`src/rtl/csie_pkg.sv`:
```
// Purpose: Constants for the clock select and interrupt enable block.
// Assumes: AXI4-Lite register access with 32-bit data, one word per register.
// Notes:   Printed offsets are not multiples of four, so byte address is four times the index.
package csie_pkg;
   // ****************************************
   // Register map.
   // ****************************************
   localparam logic [3:0] CSIE_IDX_IRQ_ENABLE = 4'h4;
   localparam logic [3:0] CSIE_IDX_SOURCE_SELECT = 4'h5;
   localparam logic [3:0] CSIE_IDX_STATUS = 4'h6;
   localparam logic [3:0] CSIE_IDX_FLAG_CLEAR = 4'h7;
   localparam logic [7:0] CSIE_IRQ_ENABLE_RST = 8'h00;
   localparam logic [7:0] CSIE_SOURCE_SELECT_RST = 8'h00;
   // Clock controls out of reset: oscillator, clocks and timers running, loop source off.
   localparam logic [7:0] CSIE_CTL_RST = 8'hda;
   localparam logic [7:0] CSIE_IRQ_ENABLE_MASK = 8'h92;
   // ****************************************
   // Field positions.
   // ****************************************
   localparam int CSIE_TICK_IE_BIT = 7;
   localparam int CSIE_SETTLE_IE_BIT = 4;
   localparam int CSIE_SELF_IE_BIT = 1;
   localparam int CSIE_SEL_LOOP_BIT = 7;
   localparam int CSIE_SEL_PSEUDO_BIT = 6;
   localparam int CSIE_SEL_SYSWAIT_BIT = 5;
   localparam int CSIE_SEL_ROAWAIT_BIT = 4;
   localparam int CSIE_SEL_LOOPWAIT_BIT = 3;
   localparam int CSIE_SEL_COREWAIT_BIT = 2;
   localparam int CSIE_SEL_TICKWAIT_BIT = 1;
   localparam int CSIE_SEL_DOGWAIT_BIT = 0;
   // Flag positions in the status register, matching the enable bits.
   localparam int CSIE_FLG_TICK_BIT = 7;
   localparam int CSIE_FLG_SETTLE_BIT = 4;
   localparam int CSIE_FLG_SELF_BIT = 1;
   localparam int CSIE_ST_LOCK_BIT = 3;
   localparam int CSIE_ST_TRACK_BIT = 2;
   localparam int CSIE_ST_SCM_BIT = 0;
   // ****************************************
   // Bus answers.
   // ****************************************
   localparam logic [1:0] CSIE_RESP_OKAY = 2'h0;
   localparam logic [1:0] CSIE_RESP_SLVERR = 2'h2;
endpackage

```
`src/rtl/csie_clock_select.sv`:
```
// Purpose: Interrupt enables, system clock source select and low-power clock gating.
// Assumes: All inputs synchronous to ref_clk; flag events are one-cycle pulses.
// Notes:   Registers reached over AXI4-Lite; analogue parts sit outside.
// Operation
// tick flag and enable raise request
// settle flag and enable raise request
// self-clocked flag and enable raise request
// interrupt enable register always read/write
// ignore loop select when loop unstable
// clear loop select on scm, stop, wait
// select drives system clock source, bus/2
// pseudo-halt keeps oscillator in stop
// system clocks stop in wait when set
// reduced amplitude in wait when set
// loop powered down in wait, select cleared
// force automatic bandwidth while loop-wait set
// core clock stops in wait when set
// tick timer stops and resets in wait
// watchdog stops and resets in wait
// watchdog-wait bit write-once in normal modes
// tick flag set per period, write-one clears
// settle flag set on lock change
// self-clocked flag set on mode change
// one combined interrupt request output
`timescale 1ns/1ps
`default_nettype none
module csie_clock_select
   import csie_pkg::*;
(
   // Clock and reset.
   input wire logic ref_clk,
   input wire logic rst_n,
   // AXI4-Lite write address and data.
   input wire logic [5:0] s_axi_awaddr,
   input wire logic s_axi_awvalid,
   output logic s_axi_awready,
   input wire logic [31:0] s_axi_wdata,
   input wire logic [3:0] s_axi_wstrb,
   input wire logic s_axi_wvalid,
   output logic s_axi_wready,
   // AXI4-Lite write response.
   output logic [1:0] s_axi_bresp,
   output logic s_axi_bvalid,
   input wire logic s_axi_bready,
   // AXI4-Lite read.
   input wire logic [5:0] s_axi_araddr,
   input wire logic s_axi_arvalid,
   output logic s_axi_arready,
   output logic [31:0] s_axi_rdata,
   output logic [1:0] s_axi_rresp,
   output logic s_axi_rvalid,
   input wire logic s_axi_rready,
   // Generator status and events.
   input wire logic tick_period_end,
   input wire logic loop_lock,
   input wire logic loop_track,
   input wire logic self_clocked_mode,
   input wire logic auto_bandwidth,
   input wire logic special_mode,
   input wire logic wait_entry,
   input wire logic wait_active,
   input wire logic stop_entry,
   input wire logic stop_active,
   // Clock control outputs.
   output logic irq,
   output logic system_clock_from_loop,
   output logic oscillator_enable,
   output logic oscillator_reduced_amp,
   output logic system_clocks_run,
   output logic core_clock_run,
   output logic loop_power_down,
   output logic auto_bandwidth_force,
   output logic tick_timer_run,
   output logic tick_timer_reset,
   output logic watchdog_run,
   output logic watchdog_reset
);
   // ****************************************
   // Helper functions.
   // ****************************************
   // Register index from a byte address; misaligned low bits are ignored.
   function automatic logic [3:0] csie_index(input logic [5:0] addr);
      csie_index = addr[5:2];
   endfunction
   // Write-one-to-clear with set winning over the clear.
   // An event that lands on the clearing write is therefore never lost.
   function automatic logic csie_flag(input logic cur, input logic set, input logic clr);
      csie_flag = set | (cur & ~clr);
   endfunction

   // ****************************************
   // State declarations.
   // ****************************************
   logic [7:0] irq_enable_r, irq_enable_nxt;
   logic [7:0] source_select_r, source_select_nxt;
   logic [7:0] flags_r, flags_nxt;
   logic lock_prev_r, lock_prev_nxt;
   logic scm_prev_r, scm_prev_nxt;
   logic dog_written_r, dog_written_nxt;
   logic aw_held_r, aw_held_nxt;
   logic [5:0] aw_addr_r, aw_addr_nxt;
   logic w_held_r, w_held_nxt;
   logic [31:0] w_data_r, w_data_nxt;
   logic [3:0] w_strb_r, w_strb_nxt;
   logic bvalid_r, bvalid_nxt;
   logic [1:0] bresp_r, bresp_nxt;
   logic rvalid_r, rvalid_nxt;
   logic [1:0] rresp_r, rresp_nxt;
   logic [31:0] rdata_r, rdata_nxt;
   logic [7:0] ctl_r, ctl_nxt;
   // Decoded write strobe and the byte it carries; only the lowest lane is used.
   logic do_write;
   logic [3:0] wr_idx;
   logic [7:0] wr_byte;
   logic wr_lane;
   // Loop guard terms shared by the select write and the forced clear.
   logic loop_stable;
   logic loop_select_clear;

   // ****************************************
   // Bus write path.
   // ****************************************
   // Address and data are taken in either order; the write fires when both are held.
   // Both readies stay low until the answer is taken, which keeps one write in flight.
   assign s_axi_awready = ~aw_held_r & ~bvalid_r;
   assign s_axi_wready = ~w_held_r & ~bvalid_r;
   assign do_write = aw_held_r & w_held_r & ~bvalid_r;
   assign wr_idx = csie_index(aw_addr_r);
   assign wr_byte = w_data_r[7:0];
   assign wr_lane = w_strb_r[0];
   assign s_axi_bvalid = bvalid_r;
   assign s_axi_bresp = bresp_r;

   // Next state of the write channel.
   // Unmapped indices still complete, with an error answer, so a master never hangs.
   always_comb begin
      aw_held_nxt = aw_held_r;
      aw_addr_nxt = aw_addr_r;
      w_held_nxt = w_held_r;
      w_data_nxt = w_data_r;
      w_strb_nxt = w_strb_r;
      bvalid_nxt = bvalid_r;
      bresp_nxt = bresp_r;
      if (s_axi_awvalid && s_axi_awready) begin
         aw_held_nxt = 1'b1;
         aw_addr_nxt = s_axi_awaddr;
      end
      if (s_axi_wvalid && s_axi_wready) begin
         w_held_nxt = 1'b1;
         w_data_nxt = s_axi_wdata;
         w_strb_nxt = s_axi_wstrb;
      end
      if (do_write) begin
         aw_held_nxt = 1'b0;
         w_held_nxt = 1'b0;
         bvalid_nxt = 1'b1;
         case (wr_idx)
            CSIE_IDX_IRQ_ENABLE, CSIE_IDX_SOURCE_SELECT, CSIE_IDX_FLAG_CLEAR: begin
               bresp_nxt = CSIE_RESP_OKAY;
            end
            default: begin
               bresp_nxt = CSIE_RESP_SLVERR;
            end
         endcase
      end else if (bvalid_r && s_axi_bready) begin
         bvalid_nxt = 1'b0;
      end
   end

   // ****************************************
   // Control registers and flags.
   // ****************************************
   // Loop is usable when locked under automatic bandwidth, else when tracking.
   // A forced automatic bandwidth counts the same as one set by software.
   assign loop_stable = (auto_bandwidth | auto_bandwidth_force) ? loop_lock : loop_track;
   // Leaving the loop selected into these modes would clock the part from a dead loop.
   assign loop_select_clear = self_clocked_mode | stop_entry
      | (wait_entry & source_select_r[CSIE_SEL_LOOPWAIT_BIT]);

   // A write of one to the loop select is dropped, not delayed, while the loop is unstable.
   // The forced clear comes after the write so it wins when both fall in one cycle.
   // Register, flag and edge-tracking next values.
   always_comb begin
      irq_enable_nxt = irq_enable_r;
      source_select_nxt = source_select_r;
      dog_written_nxt = dog_written_r;
      lock_prev_nxt = loop_lock;
      scm_prev_nxt = self_clocked_mode;
      flags_nxt = flags_r;
      if (do_write && wr_lane && wr_idx == CSIE_IDX_IRQ_ENABLE) begin
         irq_enable_nxt = wr_byte & CSIE_IRQ_ENABLE_MASK;
      end
      if (do_write && wr_lane && wr_idx == CSIE_IDX_SOURCE_SELECT) begin
         source_select_nxt[6:1] = wr_byte[6:1];
         if (!wr_byte[CSIE_SEL_LOOP_BIT] || loop_stable) begin
            source_select_nxt[CSIE_SEL_LOOP_BIT] = wr_byte[CSIE_SEL_LOOP_BIT];
         end
         // Only the first write counts outside special modes.
         if (special_mode || !dog_written_r) begin
            source_select_nxt[CSIE_SEL_DOGWAIT_BIT] = wr_byte[CSIE_SEL_DOGWAIT_BIT];
            dog_written_nxt = 1'b1;
         end
      end
      if (loop_select_clear) begin
         source_select_nxt[CSIE_SEL_LOOP_BIT] = 1'b0;
      end
      // Flag lanes outside the three generator events are forced to zero below.
      flags_nxt[CSIE_FLG_TICK_BIT] = csie_flag(flags_r[CSIE_FLG_TICK_BIT], tick_period_end,
         do_write && wr_lane && wr_idx == CSIE_IDX_FLAG_CLEAR
         && wr_byte[CSIE_FLG_TICK_BIT]);
      flags_nxt[CSIE_FLG_SETTLE_BIT] = csie_flag(flags_r[CSIE_FLG_SETTLE_BIT],
         loop_lock != lock_prev_r,
         do_write && wr_lane && wr_idx == CSIE_IDX_FLAG_CLEAR
         && wr_byte[CSIE_FLG_SETTLE_BIT]);
      flags_nxt[CSIE_FLG_SELF_BIT] = csie_flag(flags_r[CSIE_FLG_SELF_BIT],
         self_clocked_mode != scm_prev_r,
         do_write && wr_lane && wr_idx == CSIE_IDX_FLAG_CLEAR
         && wr_byte[CSIE_FLG_SELF_BIT]);
      flags_nxt = flags_nxt & CSIE_IRQ_ENABLE_MASK;
   end

   // ****************************************
   // Bus read path.
   // ****************************************
   // Only one read is in flight: a new address waits until the answer has been taken.
   assign s_axi_arready = ~rvalid_r;
   assign s_axi_rvalid = rvalid_r;
   assign s_axi_rdata = rdata_r;
   assign s_axi_rresp = rresp_r;

   // Read data is captured at the address handshake and answered a cycle later.
   always_comb begin
      rvalid_nxt = rvalid_r;
      rdata_nxt = rdata_r;
      rresp_nxt = rresp_r;
      if (s_axi_arvalid && s_axi_arready) begin
         rvalid_nxt = 1'b1;
         rresp_nxt = CSIE_RESP_OKAY;
         case (csie_index(s_axi_araddr))
            CSIE_IDX_IRQ_ENABLE: begin
               rdata_nxt = {24'h000000, irq_enable_r};
            end
            CSIE_IDX_SOURCE_SELECT: begin
               rdata_nxt = {24'h000000, source_select_r};
            end
            CSIE_IDX_STATUS: begin
               // Live status levels are merged with the sticky flags at capture time.
               rdata_nxt = {24'h000000, flags_r | {4'h0, loop_lock, loop_track, 1'b0,
                  self_clocked_mode}};
            end
            CSIE_IDX_FLAG_CLEAR: begin
               rdata_nxt = 32'h00000000;
            end
            default: begin
               rdata_nxt = 32'h00000000;
               rresp_nxt = CSIE_RESP_SLVERR;
            end
         endcase
      end else if (rvalid_r && s_axi_rready) begin
         rvalid_nxt = 1'b0;
      end
   end

   // ****************************************
   // Clock control outputs.
   // ****************************************
   // The ctl_r outputs are registered so their gating signals never glitch; the divider resets follow wait_entry directly.
   // Stop overrides the system and core clock wait options; the timers follow only their own wait bits.
   always_comb begin
      ctl_nxt = 8'h00;
      ctl_nxt[0] = source_select_r[CSIE_SEL_LOOP_BIT];
      ctl_nxt[1] = ~stop_active | source_select_r[CSIE_SEL_PSEUDO_BIT];
      ctl_nxt[2] = (stop_active & source_select_r[CSIE_SEL_PSEUDO_BIT])
         | (wait_active & source_select_r[CSIE_SEL_ROAWAIT_BIT]);
      ctl_nxt[3] = ~stop_active
         & ~(wait_active & source_select_r[CSIE_SEL_SYSWAIT_BIT]);
      ctl_nxt[4] = ~stop_active
         & ~(wait_active & source_select_r[CSIE_SEL_COREWAIT_BIT]);
      ctl_nxt[5] = wait_active & source_select_r[CSIE_SEL_LOOPWAIT_BIT];
      ctl_nxt[6] = ~(wait_active & source_select_r[CSIE_SEL_TICKWAIT_BIT]);
      ctl_nxt[7] = ~(wait_active & source_select_r[CSIE_SEL_DOGWAIT_BIT]);
   end

   assign system_clock_from_loop = ctl_r[0];
   assign oscillator_enable = ctl_r[1];
   assign oscillator_reduced_amp = ctl_r[2];
   assign system_clocks_run = ctl_r[3];
   assign core_clock_run = ctl_r[4];
   assign loop_power_down = ctl_r[5];
   assign tick_timer_run = ctl_r[6];
   assign watchdog_run = ctl_r[7];
   // Force is a direct level so software sees the effect with no lag.
   assign auto_bandwidth_force = source_select_r[CSIE_SEL_LOOPWAIT_BIT];
   // Divider resets pulse in the cycle the part enters wait.
   // Limitation: a wait entry that lands on a select write still uses the old bits.
   assign tick_timer_reset = wait_entry & source_select_r[CSIE_SEL_TICKWAIT_BIT];
   assign watchdog_reset = wait_entry & source_select_r[CSIE_SEL_DOGWAIT_BIT];
   // Request is held as long as any enabled flag stays set.
   // No stretch or edge logic: the request drops as soon as software clears the flag.
   assign irq = |(flags_r & irq_enable_r);

   // ****************************************
   // State registers.
   // ****************************************
   // Synchronous reset; every register returns to its idle value.
   // Limitation: outputs show reset values only from the first edge with reset low.
   always_ff @(posedge ref_clk) begin
      if (!rst_n) begin
         irq_enable_r <= CSIE_IRQ_ENABLE_RST;
         source_select_r <= CSIE_SOURCE_SELECT_RST;
         flags_r <= 8'h00;
         lock_prev_r <= 1'b0;
         scm_prev_r <= 1'b0;
         dog_written_r <= 1'b0;
         aw_held_r <= 1'b0;
         aw_addr_r <= 6'h00;
         w_held_r <= 1'b0;
         w_data_r <= 32'h00000000;
         w_strb_r <= 4'h0;
         bvalid_r <= 1'b0;
         bresp_r <= CSIE_RESP_OKAY;
         rvalid_r <= 1'b0;
         rresp_r <= CSIE_RESP_OKAY;
         rdata_r <= 32'h00000000;
         ctl_r <= CSIE_CTL_RST;
      end else begin
         irq_enable_r <= irq_enable_nxt;
         source_select_r <= source_select_nxt;
         flags_r <= flags_nxt;
         lock_prev_r <= lock_prev_nxt;
         scm_prev_r <= scm_prev_nxt;
         dog_written_r <= dog_written_nxt;
         aw_held_r <= aw_held_nxt;
         aw_addr_r <= aw_addr_nxt;
         w_held_r <= w_held_nxt;
         w_data_r <= w_data_nxt;
         w_strb_r <= w_strb_nxt;
         bvalid_r <= bvalid_nxt;
         bresp_r <= bresp_nxt;
         rvalid_r <= rvalid_nxt;
         rresp_r <= rresp_nxt;
         rdata_r <= rdata_nxt;
         ctl_r <= ctl_nxt;
      end
   end
endmodule
`default_nettype wire

```
`config.mk`:
```
export PLATFORM = sky130hd
export DESIGN_NAME = csie_clock_select
export DESIGN_NICKNAME = d
export VERILOG_FILES = /design/src/rtl/csie_pkg.sv /design/src/rtl/csie_clock_select.sv
export SDC_FILE = /design/constraint.sdc
export NUM_CORES = 1
export LEC_CHECK = 0
export BUFFER_PORTS_ARGS = -buffer_cell sky130_fd_sc_hd__buf_2
export CORE_UTILIZATION = 30
export DETAILED_ROUTE_END_ITERATION = 6
export SETUP_SLACK_MARGIN = 0.3
export SLEW_MARGIN = 20
export SYNTH_ARGS = -nofsm -noshare
export SYNTH_HDL_FRONTEND = slang
export SYNTH_SLANG_ARGS = --single-unit
```
`constraint.sdc`:
```
create_clock -name ref_clk -period 1.3 [get_ports ref_clk]
set_input_delay 0.195 -clock ref_clk [delete_from_list [all_inputs] [get_ports ref_clk]]
set_output_delay 0.195 -clock ref_clk [all_outputs]
set_load 0.05 [all_outputs]
```
Word level (Yosys, flattened, before mapping)
Index checks and enable logic that the tools add are counted.
Widths: inputs -> output; s select.
{"block": "word_totals", "regBits": 85, "output_inout_bits": 53, "elab_cells": 104}
{"block": "classes", "eq_ne": 9, "n_mux": 8, "bitwise_logic": 42, "reduce_logical": 25}
{"operator": "$eq 4x3->1 const B", "count": 7}
{"operator": "$pmux 8 s3", "count": 1}
{"operator": "$and 1x1->1", "count": 19}
{"operator": "$not 1->1", "count": 13}
{"operator": "$logic_and 1x1->1", "count": 12}
{"operator": "$and 8x8->8", "count": 1}
{"operator": "$or 1x1->1", "count": 8}
{"operator": "$or 8x4->8", "count": 1}
{"operator": "$reduce_or 8->1", "count": 1}
{"operator": "$mux 1", "count": 5}
{"operator": "$mux 2", "count": 2}
{"operator": "$reduce_and 2->1", "count": 2}
{"operator": "$reduce_bool 2->1", "count": 2}
{"operator": "$reduce_or 2->1", "count": 2}
{"operator": "$reduce_or 4->1", "count": 1}
{"operator": "$reduce_or 3->1", "count": 1}
{"operator": "$logic_not 1->1", "count": 2}
{"operator": "$logic_or 1x1->1", "count": 2}
{"operator": "$ne 1x1->1", "count": 2}

Longest topological paths before layout
{"block": "logic_depth", "depth_word": 8, "depth_mapped": 5}

Worst setup path after synthesis
No wires, ideal clock.
{"block": "synth_timing", "path_type": "register to output", "startpoint": "register bvalid_r, in the netlist s_axi_bvalid", "endpoint": "output s_axi_awready", "t_arrival_ps": 1343, "t_required_ps": 1105, "setup_slack_ps": -238, "stages_incl_launch_ff": 3, "cell_sequence": "dfxtp_1 > buf_6 > nor2_1"}
{"block": "synth_between", "elab_chain_cells": 2}
{"element": "from (decl)", "line_no": "csie_clock_select.sv:105", "text": "logic bvalid_r, bvalid_nxt;"}
{"element": "from (signal assigned)", "line_no": "csie_clock_select.sv:338", "text": "bvalid_r <= bvalid_nxt;"}
{"element": "$not 1->1", "line_no": "csie_clock_select.sv:125", "text": "assign s_axi_awready = ~aw_held_r & ~bvalid_r;"}
{"element": "$and 1x1->1", "line_no": "csie_clock_select.sv:125"}
{"element": "to (decl)", "line_no": "csie_clock_select.sv:36", "text": "output logic s_axi_awready,"}
Every way passes these cells.

Worst setup path in the final report
{"block": "layout_timing", "startpoint": "register irq_enable_r[1]", "endpoint": "output irq"}
{"block": "layout_between", "elab_chain_cells": 2}
{"element": "from (decl)", "line_no": "csie_clock_select.sv:94", "text": "logic [7:0] irq_enable_r, irq_enable_nxt;"}
{"element": "from (signal assigned)", "line_no": "csie_clock_select.sv:327", "text": "irq_enable_r <= irq_enable_nxt;"}
{"element": "$and 8x8->8", "line_no": "csie_clock_select.sv:300", "text": "assign irq = |(flags_r & irq_enable_r);"}
{"element": "$reduce_or 8->1", "line_no": "csie_clock_select.sv:300"}
{"element": "to (decl)", "line_no": "csie_clock_select.sv:65", "text": "output logic irq,"}
Every way passes these cells.

==> impl_metrics.yaml <==
synthesis:
  synth-edff-count: 0
  synth_top_cell_by_area: "dfxtp_1"
  synth-adder-area-share_pct: 0
  synth_area_leaders: "dfxtp_1 (44%), buf_4 (8.6%), mux2i_1 (8.1%)"
  async_reset_ff_share_pct: 0
  ys_ff_latch: 52
  yosys_warnings: 0
  syn_area_per_cell_um2: 9.49
  synthCells: 249
  synth_top_family_by_area: "simple AND/OR/NAND/NOR gates"
  synthXorXnorAreaFrac_pct: 0.742
  synth_cell_types: 46
  syn_area_mm2: 0.00236
  synthFlopType: "dfxtp_1"
  synth-simple-area-share_pct: 21.2
  muxShareOfSynthArea_pct: 8.05
  ys_seq_area_share_pct: 44.1
  synth-compound-area-share_pct: 13.1
  synth_top_area_share_pct: 44.1
power:
  pwr-share-clk_pct: 31.8
  p_sw_share_pct: 29.3
  power_mw: 3.68
  leakage_nw: 1.65
  p_per_area_mw_per_mm2: 990
  p_int_mw: 2.60
  combPwrFrac_pct: 21.7
  p_switching_mw: 1.08
  power_frac_seq_pct: 46.6
  vdd_ir_drop_max_mv: 0.432
critical_path:
  crit_fanout: 2
  worstPathRequired_ns: 1.11
  crit_chain: "a222oi_1 -> inv_2 -> buf_8"
  cpMaxStageDelayCell: "a222oi_1"
  cpPeakStageDelay_ns: 0.41
  end_kind: "output port"
  worstSetupStartpointType: "flip-flop"
  r2r_setup_slack_ns: -0.03
  critPathArrivalTime_ns: 1.29
  crit_buf_inv: 2
  setup.worst_path.class: "flip-flop to output port"
  crit_family: "compound AO/OA/AOI/OAI gates"
drt:
  num_vias: 2049
  drt-total-wl_um: 6220
  routedWlPerCell_um: 14.0
  final_antenna_net_count: 0
  drc: 0
  viasPerCell: 4.60
  drt_iter0_drc: 63
  first_pass_iters: 4
clock_tree:
  htreeDepth: 2
  clock-root-buffer: "clkbuf_8"
  cts_sinks: 52
  clk_path_buf_depth: 2
  cts_buffers: 5
  clock_latency_ns: 0.31
  cts_tree: "built"
  path_clk_slew_ns: 0.09
global_route:
  met1_usage_pct: 19.7
  antenna_found_initial: 0
  grt_pass1_wl_um: 10000
  gr-usage-met3_pct: 3.28
  grtUsageMet2_pct: 25.2
  grt_max_degree: 33
  grt_pass1_vias: 1967
  overflow: 0
  grt.total_usage_pct: 15.0
  grt-busiest-layer: "met2"
die:
  rows: 31
  ios: 118
  start_util_pct: 31.7
  die_x_um: 90.7
  die_area_mm2: 0.00823
  fp.dieH_um: 90.7
  coreArea_mm2: 0.00745
timing:
  finalHoldViolCount: 0
  max_freq_mhz: 675
  setup_viol: 15
  clock_skew_ns: 0.0115
  slew_violations: 0
  worst_slack_ns: -0.181
  rsz0062_at_grt: "yes"
  min_period_ns: 1.48
  post-route-period-util_pct: 114
final_layout:
  antenna_cells: 0
  seqCellArea_mm2: 0.00109
  nNetsFinal: 410
  drive_gt1_share_pct: 54.0
  layoutNonFillerInstCount: 445
  syn_to_final_growth_pct: 57.4
  multi_input_area_mm2: 0.00135
  nFillCells: 679
placed_design:
  hpwlAfterDp_um: 3900
  pre_cts_ws_ns: 0.0436
  globalplace.congestion: 0.746
  io_buffers: 60
  dpl.cell_count: 405
flow_run:
  timing.max_cap.violations: 0
hold_path:
  hold_path_class: "input pin to flip-flop"
status:
  status: "finished with violations"
  violations: "negative setup slack"
synth_stat cells (2+ instances only):
cell type	count
and3b_1	6
a211oi_1	2
a32o_1	3
mux2i_1	19
buf_6	2
buf_4	27
dfxtp_1	52
and4bb_2	2
and3_1	2
xor2_1	2
nor3_1	3
nor2b_1	5
nand2_1	14
a21oi_1	16
nand3_1	8
and2_1	5
nand3b_1	2
nor2_1	21
a32oi_1	2
inv_1	4
o2bb2ai_1	3
a21o_1	2
nand2b_1	5
o21ai_0	13
clkbuf_1	8
through the flow:
stage	utilization, %	TNS, ns	instance area, um^2	hold slack, ns
final	49.9	-0.516	3720	0.110
after global routing	49.9	-1.81	3720	0.102
after CTS	47.6	-0.972	3540	0.0994
after detailed placement	36.7	0	2740	0.422
after global placement	36.7	0	2740	0.426
after floorplan	-	0	2490	0.278
cell usage in the layout (no fill, tap or decap), drive strengths merged, types with 3 or more instances in the layout:
| cell type | count |
|---|---|
| and3b | 6 |
| inv | 5 |
| nand2 | 15 |
| mux2i | 19 |
| buf | 102 |
| nor3 | 4 |
| conb | 26 |
| and2 | 5 |
| o21ai | 13 |
| nor2b | 5 |
| clkbuf | 6 |
| a32o | 3 |
| nand3 | 8 |
| o2bb2ai | 3 |
| nor2 | 21 |
| dfxtp | 52 |
| a21oi | 16 |
| nand2b | 5 |
registers in the layout, summed over array words and instances, names as in the netlist:
register         cells
w_held_r             1
aw_addr_r            4
s_axi_rvalid         1
scm_prev_r           1
lock_prev_r          1
ctl_r                8
flags_r              3
s_axi_bvalid         1
dog_written_r        1
s_axi_rdata          8
irq_enable_r         3
w_data_r             8
s_axi_rresp          1
source_select_r      8
w_strb_r             1
aw_held_r            1
s_axi_bresp          1
per-layer routing:
layer | up-vias | routed length (um)
li1 | 1008 | -
met1 | 974 | 2820
met2 | 63 | 3080
met3 | 4 | 298
met4 | 0 | 26
met5 | - | 0
power groups by stage:
stage          sequential [mW]  combinational (mW)  clock (mW)
2_1_floorplan             1.78               0.458           0
3_3_place_gp              1.74               0.580           0
3_5_place_dp              1.74               0.586           0
4_1_cts                   1.71               0.752        1.19
5_1_grt                   1.72               0.845        1.26
6_report                  1.71               0.797        1.17
cell type report:
class,instances,share of cell area [%]
Clock inverter,2,1.04
Inverter,5,0.505
Sequential cell,52,29.4
Tap cell,99,3.33
Clock buffer,6,2.22
Timing Repair Buffer,102,27.3
Multi-Input combinational cell,179,36.3
worst reg2reg max path, stage by stage, from the launching register on:
cell     delay [ns]
dfxtp_4        0.36
buf_8          0.13
nor3b_4        0.24
buf_6          0.14
buf_16         0.11
mux2i_1        0.17
nor2_1         0.05
path summary, 6_finish.rpt:
check                                startpoint            endpoint  depth (start not counted)
worst max-delay path            irq_enable_r[1]                 irq                          3
worst min-delay path                stop_active            ctl_r[1]                          2
worst max register to register     s_axi_bvalid         w_data_r[3]                          6
worst min register to register      w_data_r[3]  source_select_r[3]                          2
cells by family (layout without fill, tap and decap cells):
logic type      after synthesis  after routing
other cells                   1             26
xor+xnor                      2              2
simple gates                 83             84
flops                        52             52
buf+inv                      44            115
compound gates               48             48
mux                          19             19
what timing repair did:
action | 4_1_cts | 5_1_grt
gates resized for setup | 147 | 32
buffers inserted | 23 | 7
cloned | 2 | 0
pin swaps | 18 | 10
hold buffers | 0 | 0
endpoints found under the setup margin | 67 | 68
(Power assumes the default switching activity.)
